--- config.mk ---
export PLATFORM = sky130hd
export DESIGN_NAME = wdg_watchdog_core
export DESIGN_NICKNAME = d
export VERILOG_FILES = /design/src/logic/wdg_pkg.sv /design/src/logic/wdg_tick_sync.sv /design/src/logic/wdg_watchdog_core.sv
export SDC_FILE = /design/constraint.sdc
export NUM_CORES = 1
export LEC_CHECK = 0
export ABC_CLOCK_PERIOD_IN_PS = 3150
export BUFFER_PORTS_ARGS = -buffer_cell sky130_fd_sc_hd__buf_2
export CORE_UTILIZATION = 55
export DETAILED_ROUTE_END_ITERATION = 7
export PLACE_DENSITY = 0.75
export SLEW_MARGIN = 0
export SYNTH_ARGS = -nofsm -noshare
export SYNTH_HDL_FRONTEND = slang
export SYNTH_SLANG_ARGS = --single-unit
export TNS_END_PERCENT = 50
--- constraint.sdc ---
create_clock -name clk_sys -period 3.15 [get_ports clk_sys]
set_clock_uncertainty 0.05 [all_clocks]
set_input_delay 0.63 -clock clk_sys [delete_from_list [all_inputs] [get_ports clk_sys]]
set_output_delay 0.63 -clock clk_sys [all_outputs]
set_load 0.1 [all_outputs]
--- src/logic/wdg_pkg.sv ---
// wdg_pkg: constants, encodings and carrier types of the watchdog core.
// assumes nothing beyond a SystemVerilog compiler; shared by every watchdog file but the oscillator model.
package wdg_pkg;

    // counter geometry: three reload bytes form one down-counter
    localparam int COUNT_W        = 24;
    localparam int BYTE_W         = 8;

    // reload bytes after reset, upper / high / low
    localparam logic [7:0]  RELOAD_UPPER_RST = 8'h00;
    localparam logic [7:0]  RELOAD_HIGH_RST  = 8'h04;
    localparam logic [7:0]  RELOAD_LOW_RST   = 8'h00;
    localparam logic [23:0] RELOAD_RST       = {RELOAD_UPPER_RST, RELOAD_HIGH_RST,
                                                RELOAD_LOW_RST};

    // refresh is refused once the count is at or below this value
    localparam logic [23:0] REFRESH_BLOCK    = 24'h000002;
    // smallest reload software may program; the core does not enforce it
    localparam logic [23:0] RELOAD_MIN       = 24'h000004;
    localparam logic [23:0] COUNT_ZERO       = 24'h000000;
    localparam logic [23:0] COUNT_WRAP       = 24'hFFFFFF;

    // unlock sequence written to the unlock port
    localparam logic [7:0]  UNLOCK_FIRST     = 8'h55;
    localparam logic [7:0]  UNLOCK_SECOND    = 8'hAA;

    // oscillator timing: one count per oscillator period
    localparam int RC_TYP_HZ       = 10000;
    localparam int RC_PERIOD_NS    = 1000000000 / RC_TYP_HZ;
    localparam int SYS_PERIOD_NS   = 4;
    localparam int RC_PERIOD_CYC   = RC_PERIOD_NS / SYS_PERIOD_NS;
    // time-out in ms is reload / this divisor at the typical rate
    localparam int MS_DIVISOR      = RC_TYP_HZ / 1000;

    // synchroniser depth for the oscillator pin
    localparam int SYNC_STAGES     = 2;

    // register selects of the write / read port
    typedef enum logic [1:0] {
        WDG_SEL_UNLOCK,
        WDG_SEL_UPPER,
        WDG_SEL_HIGH,
        WDG_SEL_LOW
    } wdg_sel_t;

    typedef struct packed {
        logic       en;
        wdg_sel_t   sel;
        logic [7:0] data;
    } wdg_write_t;

    typedef struct packed {
        logic       irqReq;
        logic       systemResetReq;
        logic       timeoutPulse;
    } wdg_event_t;

endpackage

--- src/logic/wdg_tick_sync.sv ---
// wdg_tick_sync: brings the free-running oscillator pin into clk_sys and
// marks each rising edge with a one-cycle tick.
// assumes the oscillator is far slower than clk_sys (many sys cycles per half period).
`timescale 1ns/100ps
module wdg_tick_sync #(
    parameter int STAGES = 2
) (
    input  wire logic clk_sys,
    input  wire logic sys_rst,
    input  wire logic oscIn,
    output logic      tick
);
    import wdg_pkg::*;

    // a single flop would let a metastable pin value through
    if (STAGES < 2) begin : g_bad_stages
        $error("wdg_tick_sync needs at least two stages");
    end

    logic [STAGES-1:0] syncChain;
    logic              oscLast;
    wire logic         oscSync = syncChain[STAGES-1];

    // only the last stage is looked at; earlier stages may be metastable
    always_ff @(posedge clk_sys or posedge sys_rst) begin
        if (sys_rst) begin
            syncChain <= '0;
            oscLast   <= 1'b0;
        end else begin
            syncChain <= {syncChain[STAGES-2:0], oscIn};
            oscLast   <= oscSync;
        end
    end

    // one tick per oscillator period, never two
    assign tick = oscSync & ~oscLast;
endmodule

--- src/logic/wdg_watchdog_core.sv ---
// wdg_watchdog_core: reloadable 24-bit down-counting watchdog with unlockable
// reload bytes, reset or interrupt response, and a sticky reset-cause flag.
// assumes the cpu drives a one-cycle pulse per watchdog instruction, the option
// bits are static flash straps, and por_rst is a power-on reset that outlives
// the system reset this block requests.
`timescale 1ns/100ps
module wdg_watchdog_core #(
    parameter int SYNC_DEPTH = wdg_pkg::SYNC_STAGES
) (
    input  wire logic                     clk_sys,
    input  wire logic                     sys_rst,
    input  wire logic                     por_rst,
    input  wire logic                     rcOscIn,
    input  wire logic                     timeoutResetSelectOption,
    input  wire logic                     alwaysOnOption,
    input  wire logic                     runOrHaltMode,
    input  wire logic                     watchdogInstr,
    input  wire wdg_pkg::wdg_write_t      regWrite,
    input  wire wdg_pkg::wdg_sel_t        readSel,
    input  wire logic                     causeFlagClear,
    output logic [7:0]                    readData,
    output logic [23:0]                   countValue,
    output logic                          watchdogOn,
    output logic                          reloadUnlocked,
    output logic                          watchdogCauseFlag,
    output wdg_pkg::wdg_event_t           events
);
    import wdg_pkg::*;

    // the byte lanes below serve exactly three bytes
    if (COUNT_W != 3 * BYTE_W) begin : g_bad_width
        $error("reload must be exactly three bytes wide");
    end
    // one flop alone would let a metastable pin value reach the counter
    if (SYNC_DEPTH < 2) begin : g_bad_sync
        $error("oscillator pin needs at least two synchroniser stages");
    end

    typedef enum logic {
        WDG_OFF,
        WDG_ON
    } wdg_run_t;

    typedef enum logic [1:0] {
        WDG_LOCKED,
        WDG_HALF_UNLOCKED,
        WDG_UNLOCKED
    } wdg_lock_t;

    wdg_run_t    runState;
    wdg_run_t    next_runState;
    wdg_lock_t   lockState;
    wdg_lock_t   next_lockState;
    logic [7:0]  reloadByte [3];
    logic [23:0] count;
    logic [23:0] next_count;
    logic        irqLevel;
    logic        next_irqLevel;
    logic        resetReq;
    logic        timeoutEvt;
    logic        oscTick;

    // oscillator pin enters the system domain here
    wdg_tick_sync #(
        .STAGES (SYNC_DEPTH)
    ) wdg_tick_sync_i (
        .clk_sys (clk_sys),
        .sys_rst (sys_rst),
        .oscIn   (rcOscIn),
        .tick    (oscTick)
    );

    // ------------------------------------------------------------------
    // decode
    // ------------------------------------------------------------------
    wire logic [23:0] reloadValue   = {reloadByte[2], reloadByte[1], reloadByte[0]};
    wire logic        isOn          = (runState == WDG_ON);
    wire logic        atTerminal    = (count == COUNT_ZERO);
    wire logic        refreshOpen   = (count > REFRESH_BLOCK);
    wire logic        doRefresh     = watchdogInstr & refreshOpen;
    wire logic        countStep     = isOn & oscTick;
    wire logic        resetResponse = timeoutResetSelectOption & runOrHaltMode;
    wire logic        timeoutHit    = countStep & atTerminal;
    // time-out response decode shared by the irq, the pulses and the cause flag
    wire logic        irqSet        = timeoutHit & ~resetResponse;
    wire logic        irqClear      = irqLevel & (countStep | doRefresh);
    wire logic        causeSet      = timeoutHit & resetResponse;

    wire logic        unlockWrite   = regWrite.en & (regWrite.sel == WDG_SEL_UNLOCK);
    wire logic        reloadWrite   = regWrite.en & (regWrite.sel != WDG_SEL_UNLOCK)
                                      & (lockState == WDG_UNLOCKED);
    wire logic        lowWrite      = reloadWrite & (regWrite.sel == WDG_SEL_LOW);

    // ------------------------------------------------------------------
    // on / off: there is no way back to off except a reset
    // ------------------------------------------------------------------
    always_comb begin
        next_runState = runState;
        case (runState)
            WDG_OFF: begin
                // the strap is sampled by the clock after reset release
                if (watchdogInstr || alwaysOnOption) begin
                    next_runState = WDG_ON;
                end
            end
            WDG_ON: begin
                next_runState = WDG_ON;
            end
            default: begin
                next_runState = WDG_OFF;
            end
        endcase
    end

    // ------------------------------------------------------------------
    // unlock sequence; the writes themselves alter no stored bits
    // ------------------------------------------------------------------
    always_comb begin
        next_lockState = lockState;
        case (lockState)
            WDG_LOCKED: begin
                if (unlockWrite && regWrite.data == UNLOCK_FIRST) begin
                    next_lockState = WDG_HALF_UNLOCKED;
                end
            end
            WDG_HALF_UNLOCKED: begin
                if (unlockWrite) begin
                    next_lockState = (regWrite.data == UNLOCK_SECOND) ? WDG_UNLOCKED
                                                                     : WDG_LOCKED;
                end else if (regWrite.en) begin
                    next_lockState = WDG_LOCKED;
                end
            end
            WDG_UNLOCKED: begin
                // writing the low byte completes a reload and relocks
                if (lowWrite || unlockWrite) begin
                    next_lockState = WDG_LOCKED;
                end
            end
            default: begin
                next_lockState = WDG_LOCKED;
            end
        endcase
    end

    // ------------------------------------------------------------------
    // counter: refresh wins over a step in the same cycle
    // ------------------------------------------------------------------
    always_comb begin
        next_count = count;
        if (!isOn) begin
            // whatever switches it on also loads the reload value, so a strap
            // start after a watchdog reset keeps the programmed period
            if (watchdogInstr || alwaysOnOption) begin
                next_count = reloadValue;
            end
        end else if (doRefresh) begin
            next_count = reloadValue;
        end else if (countStep) begin
            if (atTerminal) begin
                // a reset response restarts from reload; the interrupt one wraps
                next_count = resetResponse ? reloadValue : COUNT_WRAP;
            end else begin
                next_count = count - 24'h000001;
            end
        end
    end

    // interrupt holds from the wrap step off terminal count until the next step or a refresh
    always_comb begin
        next_irqLevel = irqLevel;
        if (irqSet) begin
            next_irqLevel = 1'b1;
        end else if (irqClear) begin
            next_irqLevel = 1'b0;
        end
    end

    // run state has no way back to off short of a reset
    always_ff @(posedge clk_sys or posedge sys_rst) begin
        if (sys_rst) begin
            runState <= WDG_OFF;
        end else begin
            runState <= next_runState;
        end
    end

    // lock state is volatile: any system reset relocks the reload bytes
    always_ff @(posedge clk_sys or posedge sys_rst) begin
        if (sys_rst) begin
            lockState <= WDG_LOCKED;
        end else begin
            lockState <= next_lockState;
        end
    end

    // a system reset parks the count at the reset reload; the strap path
    // then loads the programmed reload on the first clock after release
    always_ff @(posedge clk_sys or posedge sys_rst) begin
        if (sys_rst) begin
            count <= RELOAD_RST;
        end else begin
            count <= next_count;
        end
    end

    // the irq level is a flop so the interrupt controller sees no glitch
    always_ff @(posedge clk_sys or posedge sys_rst) begin
        if (sys_rst) begin
            irqLevel <= 1'b0;
        end else begin
            irqLevel <= next_irqLevel;
        end
    end

    // time-out pulses; the reset request is held one cycle for the reset logic
    always_ff @(posedge clk_sys or posedge sys_rst) begin
        if (sys_rst) begin
            resetReq <= 1'b0;
        end else begin
            resetReq <= causeSet;
        end
    end

    // every terminal-count step is reported once, whatever the response
    always_ff @(posedge clk_sys or posedge sys_rst) begin
        if (sys_rst) begin
            timeoutEvt <= 1'b0;
        end else begin
            timeoutEvt <= timeoutHit;
        end
    end

    // ------------------------------------------------------------------
    // reload bytes keep their value across the system reset they may cause;
    // lane 0 is the low byte, lane 2 the upper byte
    // ------------------------------------------------------------------
    genvar lane;
    generate
        for (lane = 0; lane < 3; lane = lane + 1) begin : g_reload_lane
            // select codes run upper, high, low, so lane n answers code 3 - n
            wire logic laneWrite = reloadWrite & (regWrite.sel == wdg_sel_t'(2'(3 - lane)));

            always_ff @(posedge clk_sys or posedge por_rst) begin
                if (por_rst) begin
                    reloadByte[lane] <= RELOAD_RST[lane*BYTE_W +: BYTE_W];
                end else if (laneWrite) begin
                    reloadByte[lane] <= regWrite.data;
                end
            end
        end
    endgenerate

    // cause flag lives on the power-on reset; a new time-out beats a clear
    always_ff @(posedge clk_sys or posedge por_rst) begin
        if (por_rst) begin
            watchdogCauseFlag <= 1'b0;
        end else if (causeSet) begin
            watchdogCauseFlag <= 1'b1;
        end else if (causeFlagClear) begin
            watchdogCauseFlag <= 1'b0;
        end
    end

    // ------------------------------------------------------------------
    // readback: reload addresses return the live count, one clock late;
    // the count moves far slower than that, so nothing is lost
    // ------------------------------------------------------------------
    wire logic [7:0] readMux = (readSel == WDG_SEL_UPPER) ? count[23:16] :
                               (readSel == WDG_SEL_HIGH)  ? count[15:8]  :
                               (readSel == WDG_SEL_LOW)   ? count[7:0]   :
                                                            8'h00;

    always_ff @(posedge clk_sys or posedge sys_rst) begin
        if (sys_rst) begin
            readData <= 8'h00;
        end else begin
            readData <= readMux;
        end
    end

    assign countValue            = count;
    assign watchdogOn            = isOn;
    assign reloadUnlocked        = (lockState == WDG_UNLOCKED);
    assign events = '{irqReq: irqLevel, systemResetReq: resetReq, timeoutPulse: timeoutEvt};
endmodule

==> results of run 1 <==
[flip-flops by register name, indices dropped and copies added (netlist names)]
register,count
irqLevel,1
resetReq,1
watchdogOn,1
readData,8
reloadByte,24
watchdogCauseFlag,1
wdg_tick_sync_i.syncChain,2
countValue,24
timeoutEvt,1
lockState,2
wdg_tick_sync_i.oscLast,1
[final cells by class]
type / instances / area (µm²)
Fill cell: 486 / 1907
Multi-Input combinational cell: 239 / 1667
Sequential cell: 66 / 1654
Timing Repair Buffer: 78 / 437.9
Clock buffer: 11 / 131.4
Tap cell: 75 / 93.84
Clock inverter: 5 / 55.05
Inverter: 12 / 45.04
[kinds of logic (layout without fill, tap and decap cells)]
kind of cell,count (synthesis),count (layout),share of synthesized area (%)
AND/OR/NAND/NOR,137,137,22.45
adder cells (fa/ha/maj),2,2,0.7206
multiplexers,32,32,10.38
flip-flops,66,66,47.64
AO/OA/AOI/OAI,68,68,14.45
buffers and inverters,31,106,4.360
[worst max-delay path: cells and delay by family, from the launching register on]
| kind | cells | cell delay [ns] |
|---|---|---|
| AND/OR/NAND/NOR | 3 | 1.21 |
| buffers and inverters | 1 | 0.11 |
| flip-flops | 1 | 0.46 |
| adder cells (fa/ha/maj) | 1 | 0.25 |
| AO/OA/AOI/OAI | 3 | 0.68 |
[synth_stat cells, types with 5 or more instances]
cell,number
sky130_fd_sc_hd__dfrtp_1,64
sky130_fd_sc_hd__nor2_1,33
sky130_fd_sc_hd__mux2_2,32
sky130_fd_sc_hd__nor3_1,26
sky130_fd_sc_hd__a21oi_1,16
sky130_fd_sc_hd__nand2_1,15
sky130_fd_sc_hd__inv_1,11
sky130_fd_sc_hd__clkbuf_1,9
sky130_fd_sc_hd__a22o_1,8
sky130_fd_sc_hd__o22ai_1,8
sky130_fd_sc_hd__a311oi_1,7
sky130_fd_sc_hd__nand3_1,7
sky130_fd_sc_hd__nand4_1,6
sky130_fd_sc_hd__o21ai_0,6
sky130_fd_sc_hd__or3_1,6
sky130_fd_sc_hd__a211oi_1,5
sky130_fd_sc_hd__nor4_1,5
sky130_fd_sc_hd__nor4bb_1,5
[worst max path at each step]
stage / end / cells past startpoint / startpoint
2_1_floorplan: countValue[9] / 10 / countValue[0]
3_3_place_gp: countValue[22] / 9 / countValue[0]
3_5_place_dp: countValue[11] / 8 / countValue[1]
4_1_cts: countValue[11] / 8 / countValue[1]
5_1_grt: countValue[11] / 8 / countValue[1]
6_report: countValue[11] / 8 / countValue[1]
[power by group]
group	leakage, nW	total [mW]	switching, mW	internal [mW]
clock	0.0893	0.694	0.331	0.363
sequential	0.871	0.939	0.0537	0.885
combinational	1.01	0.586	0.449	0.137
[routing by layer]
metal / track usage [%] / up-vias
li1: - / 1406
met1: 45.07 / 1452
met2: 49.42 / 158
met3: 7.222 / 24
met4: 14.11 / 0
met5: 0 / -
[cells in the final DEF, fill, tap and decap left out, drive strengths merged, types with 3 or more instances in the layout]
cell type and n:
buf 78, dfrtp 64, nor2 35, mux2 32, nor3 28, a21oi 16, nand2 16, inv 12
clkbuf 11, nand3 9, o22ai 8, a22o 8, a311oi 7, or3 6, nand4 6, o21ai 6
nor4 6, nor4bb 5, a211oi 5, nor2b 4, nor4b 4, or4 4, nand4b 3, a31oi 3
==> flow_summary.json, run 1 <==
{
  "min_period_over_period_pct": 92.84,
  "cp_data_required_time_ns": 3.29,
  "fin_tns_setup_ns": 0,
  "drv_slew": 0,
  "grtUsageTotal_pct": 32.69,
  "routed-via-count": 3040,
  "synthesis.instances": 336,
  "outcome": "completed",
  "final_core_utilization_pct": 68.17,
  "synth.net_count": 360,
  "met3_length_um": 724,
  "initialDrtViolationCount": 282,
  "crit_path_max_fanout": 22,
  "antennaDiodeCount": 0,
  "fmax_mhz": 342.0,
  "netlist.area_leader.share_pct": 46.13,
  "worstSetupPathType": "reg2reg",
  "detail_route.wirelength.met1_um": 4449,
  "synth_seq_cells": 66,
  "worst_slew_pin_slew_ns": 1.034,
  "fp.dieW_um": 81.46,
  "ys_top_cells_by_area": "sky130_fd_sc_hd__dfrtp_1, sky130_fd_sc_hd__mux2_2, sky130_fd_sc_hd__nor3_1",
  "ctsHtreeMaxLevel": 3,
  "yosysUniqueCellTypes": 56,
  "setup_viol": 0,
  "first_global_vias": 2812,
  "fp.dieArea_um2": 6635,
  "min_from": "wdg_tick_sync_i.syncChain[0]",
  "total_cts_buffers": 9,
  "cts.sinks": 66,
  "std_cell_rows": 28,
  "placed_cells": 470,
  "grt_total_ovfl": 0,
  "holdWs_ns": 0.3102,
  "layout-drive-gt1-share_pct": 34.31,
  "fin_nets": 430,
  "timing.max_cap.violations": 0,
  "final_hold_viol_count": 0,
  "avgViaCountPerCell": 6.255,
  "max-vdd-ir-drop_v": 0.0003841,
  "critical_path.cell_chain": "inv_1 > ha_1 > or4b_1 > nor4_4 > nand3_2 > a2bb2oi_2 > o22ai_1 > a311oi_1",
  "timing.reg2reg.worst_path_depth": 8,
  "ant_nets": 0,
  "power_mw": 2.220,
  "clock_path_buffers": 2,
  "biggest_area_consumer_among_synthesized_cells": "sky130_fd_sc_hd__dfrtp_1",
  "worst_path_max_delay_cell": "sky130_fd_sc_hd__or4b_1",
  "worstPathArrival_ns": 3.06,
  "timing.critical_path.to_type": "register",
  "synth_area_per_cell_um2": 10.33,
  "synth-seq-area-share_pct": 47.64,
  "cts_setup_buffers": 0,
  "path_clk_slew_ns": 0.07,
  "total_leakage_power_nw": 1.967,
  "hold_path_class": "reg2reg",
  "cts_tree": "yes",
  "route.detailed.wl_per_inst_um": 20.24,
  "highest-signal-layer": "met4",
  "synth-warning-count": 0,
  "cts_repair_resize_count": 0,
  "ioPinCount": 60,
  "power-per-cell-area_nw_per_um2": 543.5,
  "slew-limit-headroom_pct": 31.02,
  "fin_crit_ns": 2.924,
  "finalWeightedCongestion": 0.9015,
  "regToRegEndpoint": "countValue[11]",
  "drtPass1Iterations": 6,
  "synth_enable_flop_cells": 0,
  "grt_first_pass_wirelength_um": 15390,
  "min_delay_path_depth": 0,
  "dr_wl_met2_um": 4435,
  "layout.cells.non_filler": 486,
  "max_stage_delay_on_crit_path_ns": 0.54,
  "placement.io_buffers": 59,
  "postLayoutCellArea_um2": 4084,
  "preCtsSetupSlack_ns": 0.2869,
  "pin_count_of_the_biggest_net_entering_global_routing": 42,
  "drcViolationCount": 0,
  "design.core.area_um2": 5991,
  "ctsHoldBuffers": 0,
  "syn-cell-area_um2": 3472,
  "async_flop_share_pct": 100.0,
  "detail_route.wirelength_um": 9836,
  "half_perimeter_wire_length_of_the_detailed_placement_result_um": 7234,
  "start_kind": "register",
  "clock_insertion_delay_worst_skew_ns": 0.35,
  "reg2reg_from": "countValue[1]",
  "setup.reg_to_reg.worst_slack_ns": 0.23,
  "grt_antenna_before_repair": 0,
  "syn2layout_area_growth_pct": 17.62,
  "timing.final.ws_setup_ns": 0.2256,
  "rsz0062_at_grt": "no",
  "initial_core_util_pct": 57.96,
  "synth_top_flop_cell": "sky130_fd_sc_hd__dfrtp_1",
  "worst_hold_path.endpoint": "wdg_tick_sync_i.syncChain[1]",
  "post_dp_cell_area_um2": 3897,
  "die-height_um": 81.46,
  "clock_tree.root_cell": "sky130_fd_sc_hd__clkbuf_8"
}
Power figures use the tool's default switching activity.
==> run 2: changes to the inputs <==
--- a/config.mk
+++ b/config.mk
@@ -5,7 +5,6 @@
 export SDC_FILE = /design/constraint.sdc
 export NUM_CORES = 1
 export LEC_CHECK = 0
-export ABC_CLOCK_PERIOD_IN_PS = 3150
 export BUFFER_PORTS_ARGS = -buffer_cell sky130_fd_sc_hd__buf_2
 export CORE_UTILIZATION = 55
 export DETAILED_ROUTE_END_ITERATION = 7
==> constraint.sdc (replaced) <==
create_clock -name clk_sys -period 3.4 [get_ports clk_sys]
set_clock_uncertainty 0.05 [all_clocks]
set_input_delay 0.68 -clock clk_sys [delete_from_list [all_inputs] [get_ports clk_sys]]
set_output_delay 0.68 -clock clk_sys [all_outputs]
set_load 0.1 [all_outputs]
==> flow_summary.json, run 2 (synthesized netlist as in run 1, its figures left out) <==
{
  "die-height_um": 81.46,
  "worstSetupPathType": "reg2reg",
  "initial_core_util_pct": 57.96,
  "setup_viol": 0,
  "half_perimeter_wire_length_of_the_detailed_placement_result_um": 6778,
  "grt_first_pass_wirelength_um": 15210,
  "postLayoutCellArea_um2": 4009,
  "layout-drive-gt1-share_pct": 33.33,
  "total_leakage_power_nw": 1.919,
  "detail_route.wirelength.met1_um": 4223,
  "design.core.area_um2": 5991,
  "dr_wl_met2_um": 4140,
  "placed_cells": 461,
  "total_cts_buffers": 9,
  "fin_tns_setup_ns": 0,
  "final_hold_viol_count": 0,
  "finalWeightedCongestion": 0.9505,
  "grtUsageTotal_pct": 31.39,
  "fp.dieArea_um2": 6635,
  "fin_nets": 421,
  "timing.critical_path.to_type": "register",
  "layout.cells.non_filler": 477,
  "max-vdd-ir-drop_v": 0.0003982,
  "crit_path_max_fanout": 8,
  "drcViolationCount": 0,
  "cts_tree": "yes",
  "clock_tree.root_cell": "sky130_fd_sc_hd__clkbuf_8",
  "pin_count_of_the_biggest_net_entering_global_routing": 26,
  "avgViaCountPerCell": 6.403,
  "clock_insertion_delay_worst_skew_ns": 0.35,
  "std_cell_rows": 28,
  "route.detailed.wl_per_inst_um": 19.56,
  "drtPass1Iterations": 5,
  "ant_nets": 0,
  "worstPathArrival_ns": 3.14,
  "routed-via-count": 3054,
  "timing.max_cap.violations": 0,
  "cts_repair_resize_count": 0,
  "fp.dieW_um": 81.46,
  "drv_slew": 0,
  "highest-signal-layer": "met4",
  "post_dp_cell_area_um2": 3830,
  "start_kind": "register",
  "syn2layout_area_growth_pct": 15.46,
  "ctsHoldBuffers": 0,
  "grt_total_ovfl": 0,
  "worst_slew_pin_slew_ns": 0.9123,
  "slew-limit-headroom_pct": 38.32,
  "min_period_over_period_pct": 87.27,
  "most-common-layout-cells": "sky130_fd_sc_hd__dfrtp_1, sky130_fd_sc_hd__buf_2, sky130_fd_sc_hd__nor2_1, sky130_fd_sc_hd__mux2_2, sky130_fd_sc_hd__nor3_1",
  "power-per-cell-area_nw_per_um2": 497.3,
  "initialDrtViolationCount": 359,
  "detail_route.wirelength_um": 9329,
  "cp_data_required_time_ns": 3.58,
  "ioPinCount": 60,
  "grt_antenna_before_repair": 0,
  "hold_path_class": "reg2reg",
  "met3_length_um": 700,
  "outcome": "completed",
  "path_clk_slew_ns": 0.08,
  "ctsHtreeMaxLevel": 3,
  "placement.io_buffers": 59,
  "final_common_cell": "sky130_fd_sc_hd__dfrtp_1",
  "antennaDiodeCount": 0,
  "first_global_vias": 2875,
  "cts_setup_buffers": 0,
  "clock_path_buffers": 2,
  "rsz0062_at_grt": "no",
  "fin_crit_ns": 2.967,
  "cts.sinks": 66,
  "fmax_mhz": 337.0
}
[run 2: cell count changes in the layout (fill, tap and decap cells not counted)]
cell	delta
sky130_fd_sc_hd__clkinvlp_4	+1
sky130_fd_sc_hd__clkbuf_8	+1
sky130_fd_sc_hd__buf_4	-9
sky130_fd_sc_hd__inv_6	+1
sky130_fd_sc_hd__clkbuf_1	-2
sky130_fd_sc_hd__bufinv_16	-1
[run 2: path summary, 6_finish.rpt]
| path | start | end | slack (ns) | cells after the start |
|---|---|---|---|---|
| min reg2reg | wdg_tick_sync_i.syncChain[0] | wdg_tick_sync_i.syncChain[1] | 0.31 | 0 |
| max in group asynchronous | sys_rst | countValue[10] | 2.11 | 3 |
| min in group asynchronous | sys_rst | countValue[15] | 0.35 | 2 |
| min | wdg_tick_sync_i.syncChain[0] | wdg_tick_sync_i.syncChain[1] | 0.31 | 0 |
| max reg2reg | countValue[0] | countValue[22] | 0.43 | 8 |
| max | countValue[0] | countValue[22] | 0.43 | 8 |
[run 2: layer usage]
metal / track usage [%] / vias to the layer above
met3: 6.222 / 23
li1: - / 1388
met1: 43.88 / 1500
met2: 47.17 / 143
met4: 13.75 / 0
met5: 0 / -
[run 2: stage by stage]
stage               power [mW]  util, %  hold slack [ns]  setup WS (ns)
finish                   1.994    66.92           0.3146         0.4328
CTS                      2.000    66.92           0.3169         0.4409
global route             2.078    66.92           0.3303         0.2589
detailed placement       1.401    63.93           0.2997         0.4761
floorplan                1.288        -           0.2812         0.3593
global placement         1.400    63.93           0.2834         0.5111
[run 2: worst max-delay path: stages, from the launching register on]
cell                       delay (ns)
sky130_fd_sc_hd__dfrtp_1         0.45
sky130_fd_sc_hd__inv_1           0.12
sky130_fd_sc_hd__ha_1            0.24
sky130_fd_sc_hd__or4b_1          0.62
sky130_fd_sc_hd__nor4_4          0.47
sky130_fd_sc_hd__nand2_2         0.23
sky130_fd_sc_hd__nand3_2         0.20
sky130_fd_sc_hd__nor3_1          0.12
sky130_fd_sc_hd__a311oi_1        0.35
[run 2: cell type report]
class | instances | area, µm²
fillers | 481 | 1982
clock inverters | 6 | 41.29
flip-flops and latches | 66 | 1654
repair buffers | 69 | 370.4
inverters | 12 | 45.04
clock buffers | 10 | 137.6
well taps | 75 | 93.84
multi-input cells | 239 | 1667
[run 2: where the power goes]
part,internal [mW],total (mW),switching [mW]
Combinational,0.113,0.515,0.402
Sequential,0.820,0.877,0.0569
Clock,0.284,0.602,0.318
Total,1.22,1.99,0.777
==> run 3: changes to the inputs <==
--- a/config.mk
+++ b/config.mk
@@ -5,7 +5,7 @@
 export SDC_FILE = /design/constraint.sdc
 export NUM_CORES = 1
 export LEC_CHECK = 0
-export BUFFER_PORTS_ARGS = -buffer_cell sky130_fd_sc_hd__buf_2
+export BUFFER_PORTS_ARGS = -buffer_cell sky130_fd_sc_hd__clkbuf_2
 export CORE_UTILIZATION = 55
 export DETAILED_ROUTE_END_ITERATION = 7
 export PLACE_DENSITY = 0.75
==> flow_summary.json, run 3 (synthesized netlist as in run 1, its figures left out) <==
{
  "die-height_um": 81.46,
  "layout-drive-gt1-share_pct": 32.67,
  "drtPass1Iterations": 5,
  "cts_repair_resize_count": 0,
  "fin_tns_setup_ns": 0,
  "clock_insertion_delay_worst_skew_ns": 0.35,
  "clock_tree.root_cell": "sky130_fd_sc_hd__clkbuf_8",
  "final_hold_viol_count": 0,
  "ctsHoldBuffers": 0,
  "total_leakage_power_nw": 1.906,
  "worstPathArrival_ns": 3.12,
  "placed_cells": 460,
  "cts_setup_buffers": 0,
  "setup.reg_to_reg.worst_slack_ns": 0.44,
  "min_period_over_period_pct": 87.08,
  "met2_usage_pct": 43.67,
  "fin_crit_ns": 2.961,
  "pin_count_of_the_biggest_net_entering_global_routing": 30,
  "number_of_inserted_filler_cells_in_the_final_layout": 477,
  "grt_antenna_before_repair": 0,
  "busiest_layer": "met1",
  "total_cts_buffers": 9,
  "avgViaCountPerCell": 6.517,
  "ctsHtreeMaxLevel": 3,
  "cts.sinks": 66,
  "grtUsageTotal_pct": 30.51,
  "syn2layout_area_growth_pct": 15.46,
  "fin_nets": 420,
  "std_cell_rows": 28,
  "grt.met1_usage_pct": 43.89,
  "reg2reg_from": "countValue[0]",
  "timing.critical_path.to_type": "register",
  "first_global_vias": 2858,
  "grt_total_ovfl": 0,
  "fp.dieArea_um2": 6635,
  "finalWeightedCongestion": 0.9394,
  "timing.max_cap.violations": 0,
  "start_kind": "register",
  "gr-usage-met3_pct": 6.889,
  "most-common-layout-cells": "sky130_fd_sc_hd__dfrtp_1, sky130_fd_sc_hd__clkbuf_2, sky130_fd_sc_hd__nor2_1, sky130_fd_sc_hd__mux2_2, sky130_fd_sc_hd__nor3_1",
  "drcViolationCount": 0,
  "placement.io_buffers": 59,
  "max-vdd-ir-drop_v": 0.0003308,
  "outcome": "completed",
  "worstSetupPathType": "reg2reg",
  "route.detailed.wl_per_inst_um": 19.48,
  "slew-limit-headroom_pct": 39.77,
  "clock_path_buffers": 2,
  "fp.dieW_um": 81.46,
  "antennaDiodeCount": 0,
  "initial_core_util_pct": 57.96,
  "drv_slew": 0,
  "regToRegEndpoint": "countValue[11]",
  "grt_first_pass_wirelength_um": 14880,
  "final_common_cell": "sky130_fd_sc_hd__dfrtp_1",
  "initialDrtViolationCount": 568,
  "ioPinCount": 60,
  "rsz0062_at_grt": "no",
  "hold_path_class": "in2async",
  "routed-via-count": 3102,
  "worst_slew_pin_slew_ns": 0.9025,
  "ant_nets": 0,
  "layout.cells.non_filler": 476,
  "crit_path_max_fanout": 22,
  "fmax_mhz": 337.8,
  "timing.reg2reg.worst_path_depth": 9,
  "half_perimeter_wire_length_of_the_detailed_placement_result_um": 6687,
  "path_clk_slew_ns": 0.08,
  "design.core.area_um2": 5991,
  "worstSetupEndpoint": "countValue[11]",
  "detail_route.wirelength_um": 9271,
  "worstSetupStartpoint": "countValue[0]",
  "cts_tree": "yes",
  "cp_data_required_time_ns": 3.56,
  "power-per-cell-area_nw_per_um2": 507.1,
  "setup_viol": 0
}
## run 3: cell count changes in the layout (fill, tap and decap cells not counted), sizes merged
| cell | change |
|---|---|
| buf | -60 |
| clkbuf | +60 |
| bufinv | +1 |
| clkinvlp | -1 |
| inv | -1 |
## run 3: metal layers
layer | up-vias | share of wire (%)
li1 | 1389 | -
met1 | 1476 | 42
met2 | 206 | 45
met3 | 31 | 9.7
met4 | 0 | 3.5
met5 | - | 0
## run 3: through the flow
stage / hold WS [ns] / area [µm²] / worst slack [ns] / util [%] / total power, mW
floorplan: 0.2812 / 3472 / 0.3593 / - / 1.288
global placement: 0.2813 / 3822 / 0.5302 / 63.81 / 1.399
detailed placement: 0.2887 / 3822 / 0.4791 / 63.81 / 1.402
CTS: 0.3024 / 4009 / 0.4590 / 66.92 / 2.035
global route: 0.3120 / 4009 / 0.2245 / 66.92 / 2.111
finish: 0.2882 / 4009 / 0.4394 / 66.92 / 2.033
## run 3: final cells by class
cell class	instances	area [µm²]	area share (%)
Inverter	12	45.04	1.124
Tap cell	75	93.84	2.341
Clock inverter	5	55.05	1.373
Sequential cell	66	1654	41.26
Timing Repair Buffer	68	362.8	9.051
Multi-Input combinational cell	239	1667	41.57
Clock buffer	11	131.4	3.277
## run 3: critical path, stage by stage, from the launching register on
cell	delay (ns)
sky130_fd_sc_hd__dfrtp_1	0.47
sky130_fd_sc_hd__inv_1	0.12
sky130_fd_sc_hd__ha_1	0.24
sky130_fd_sc_hd__or4b_1	0.62
sky130_fd_sc_hd__nor4_4	0.47
sky130_fd_sc_hd__nand3_2	0.19
sky130_fd_sc_hd__a2bb2oi_2	0.19
sky130_fd_sc_hd__buf_4	0.25
sky130_fd_sc_hd__o22ai_1	0.17
sky130_fd_sc_hd__a311oi_1	0.06
## run 3: worst min-delay path by stage
stage | endpoint | depth (start not counted) | slack (ns) | start
finish | timeoutEvt | 2 | 0.29 | sys_rst
CTS | timeoutEvt | 2 | 0.30 | sys_rst
global placement | wdg_tick_sync_i.syncChain[1] | 0 | 0.28 | wdg_tick_sync_i.syncChain[0]
floorplan | wdg_tick_sync_i.syncChain[1] | 0 | 0.28 | wdg_tick_sync_i.syncChain[0]
global route | wdg_tick_sync_i.syncChain[1] | 0 | 0.31 | wdg_tick_sync_i.syncChain[0]
detailed placement | wdg_tick_sync_i.syncChain[1] | 0 | 0.29 | wdg_tick_sync_i.syncChain[0]
## run 3: report_power, final
part           internal (mW)  switching (mW)  total (mW)
Sequential             0.820          0.0605       0.881
Clock                  0.336           0.304       0.641
Combinational          0.112           0.400       0.512
Total                   1.27           0.765        2.03
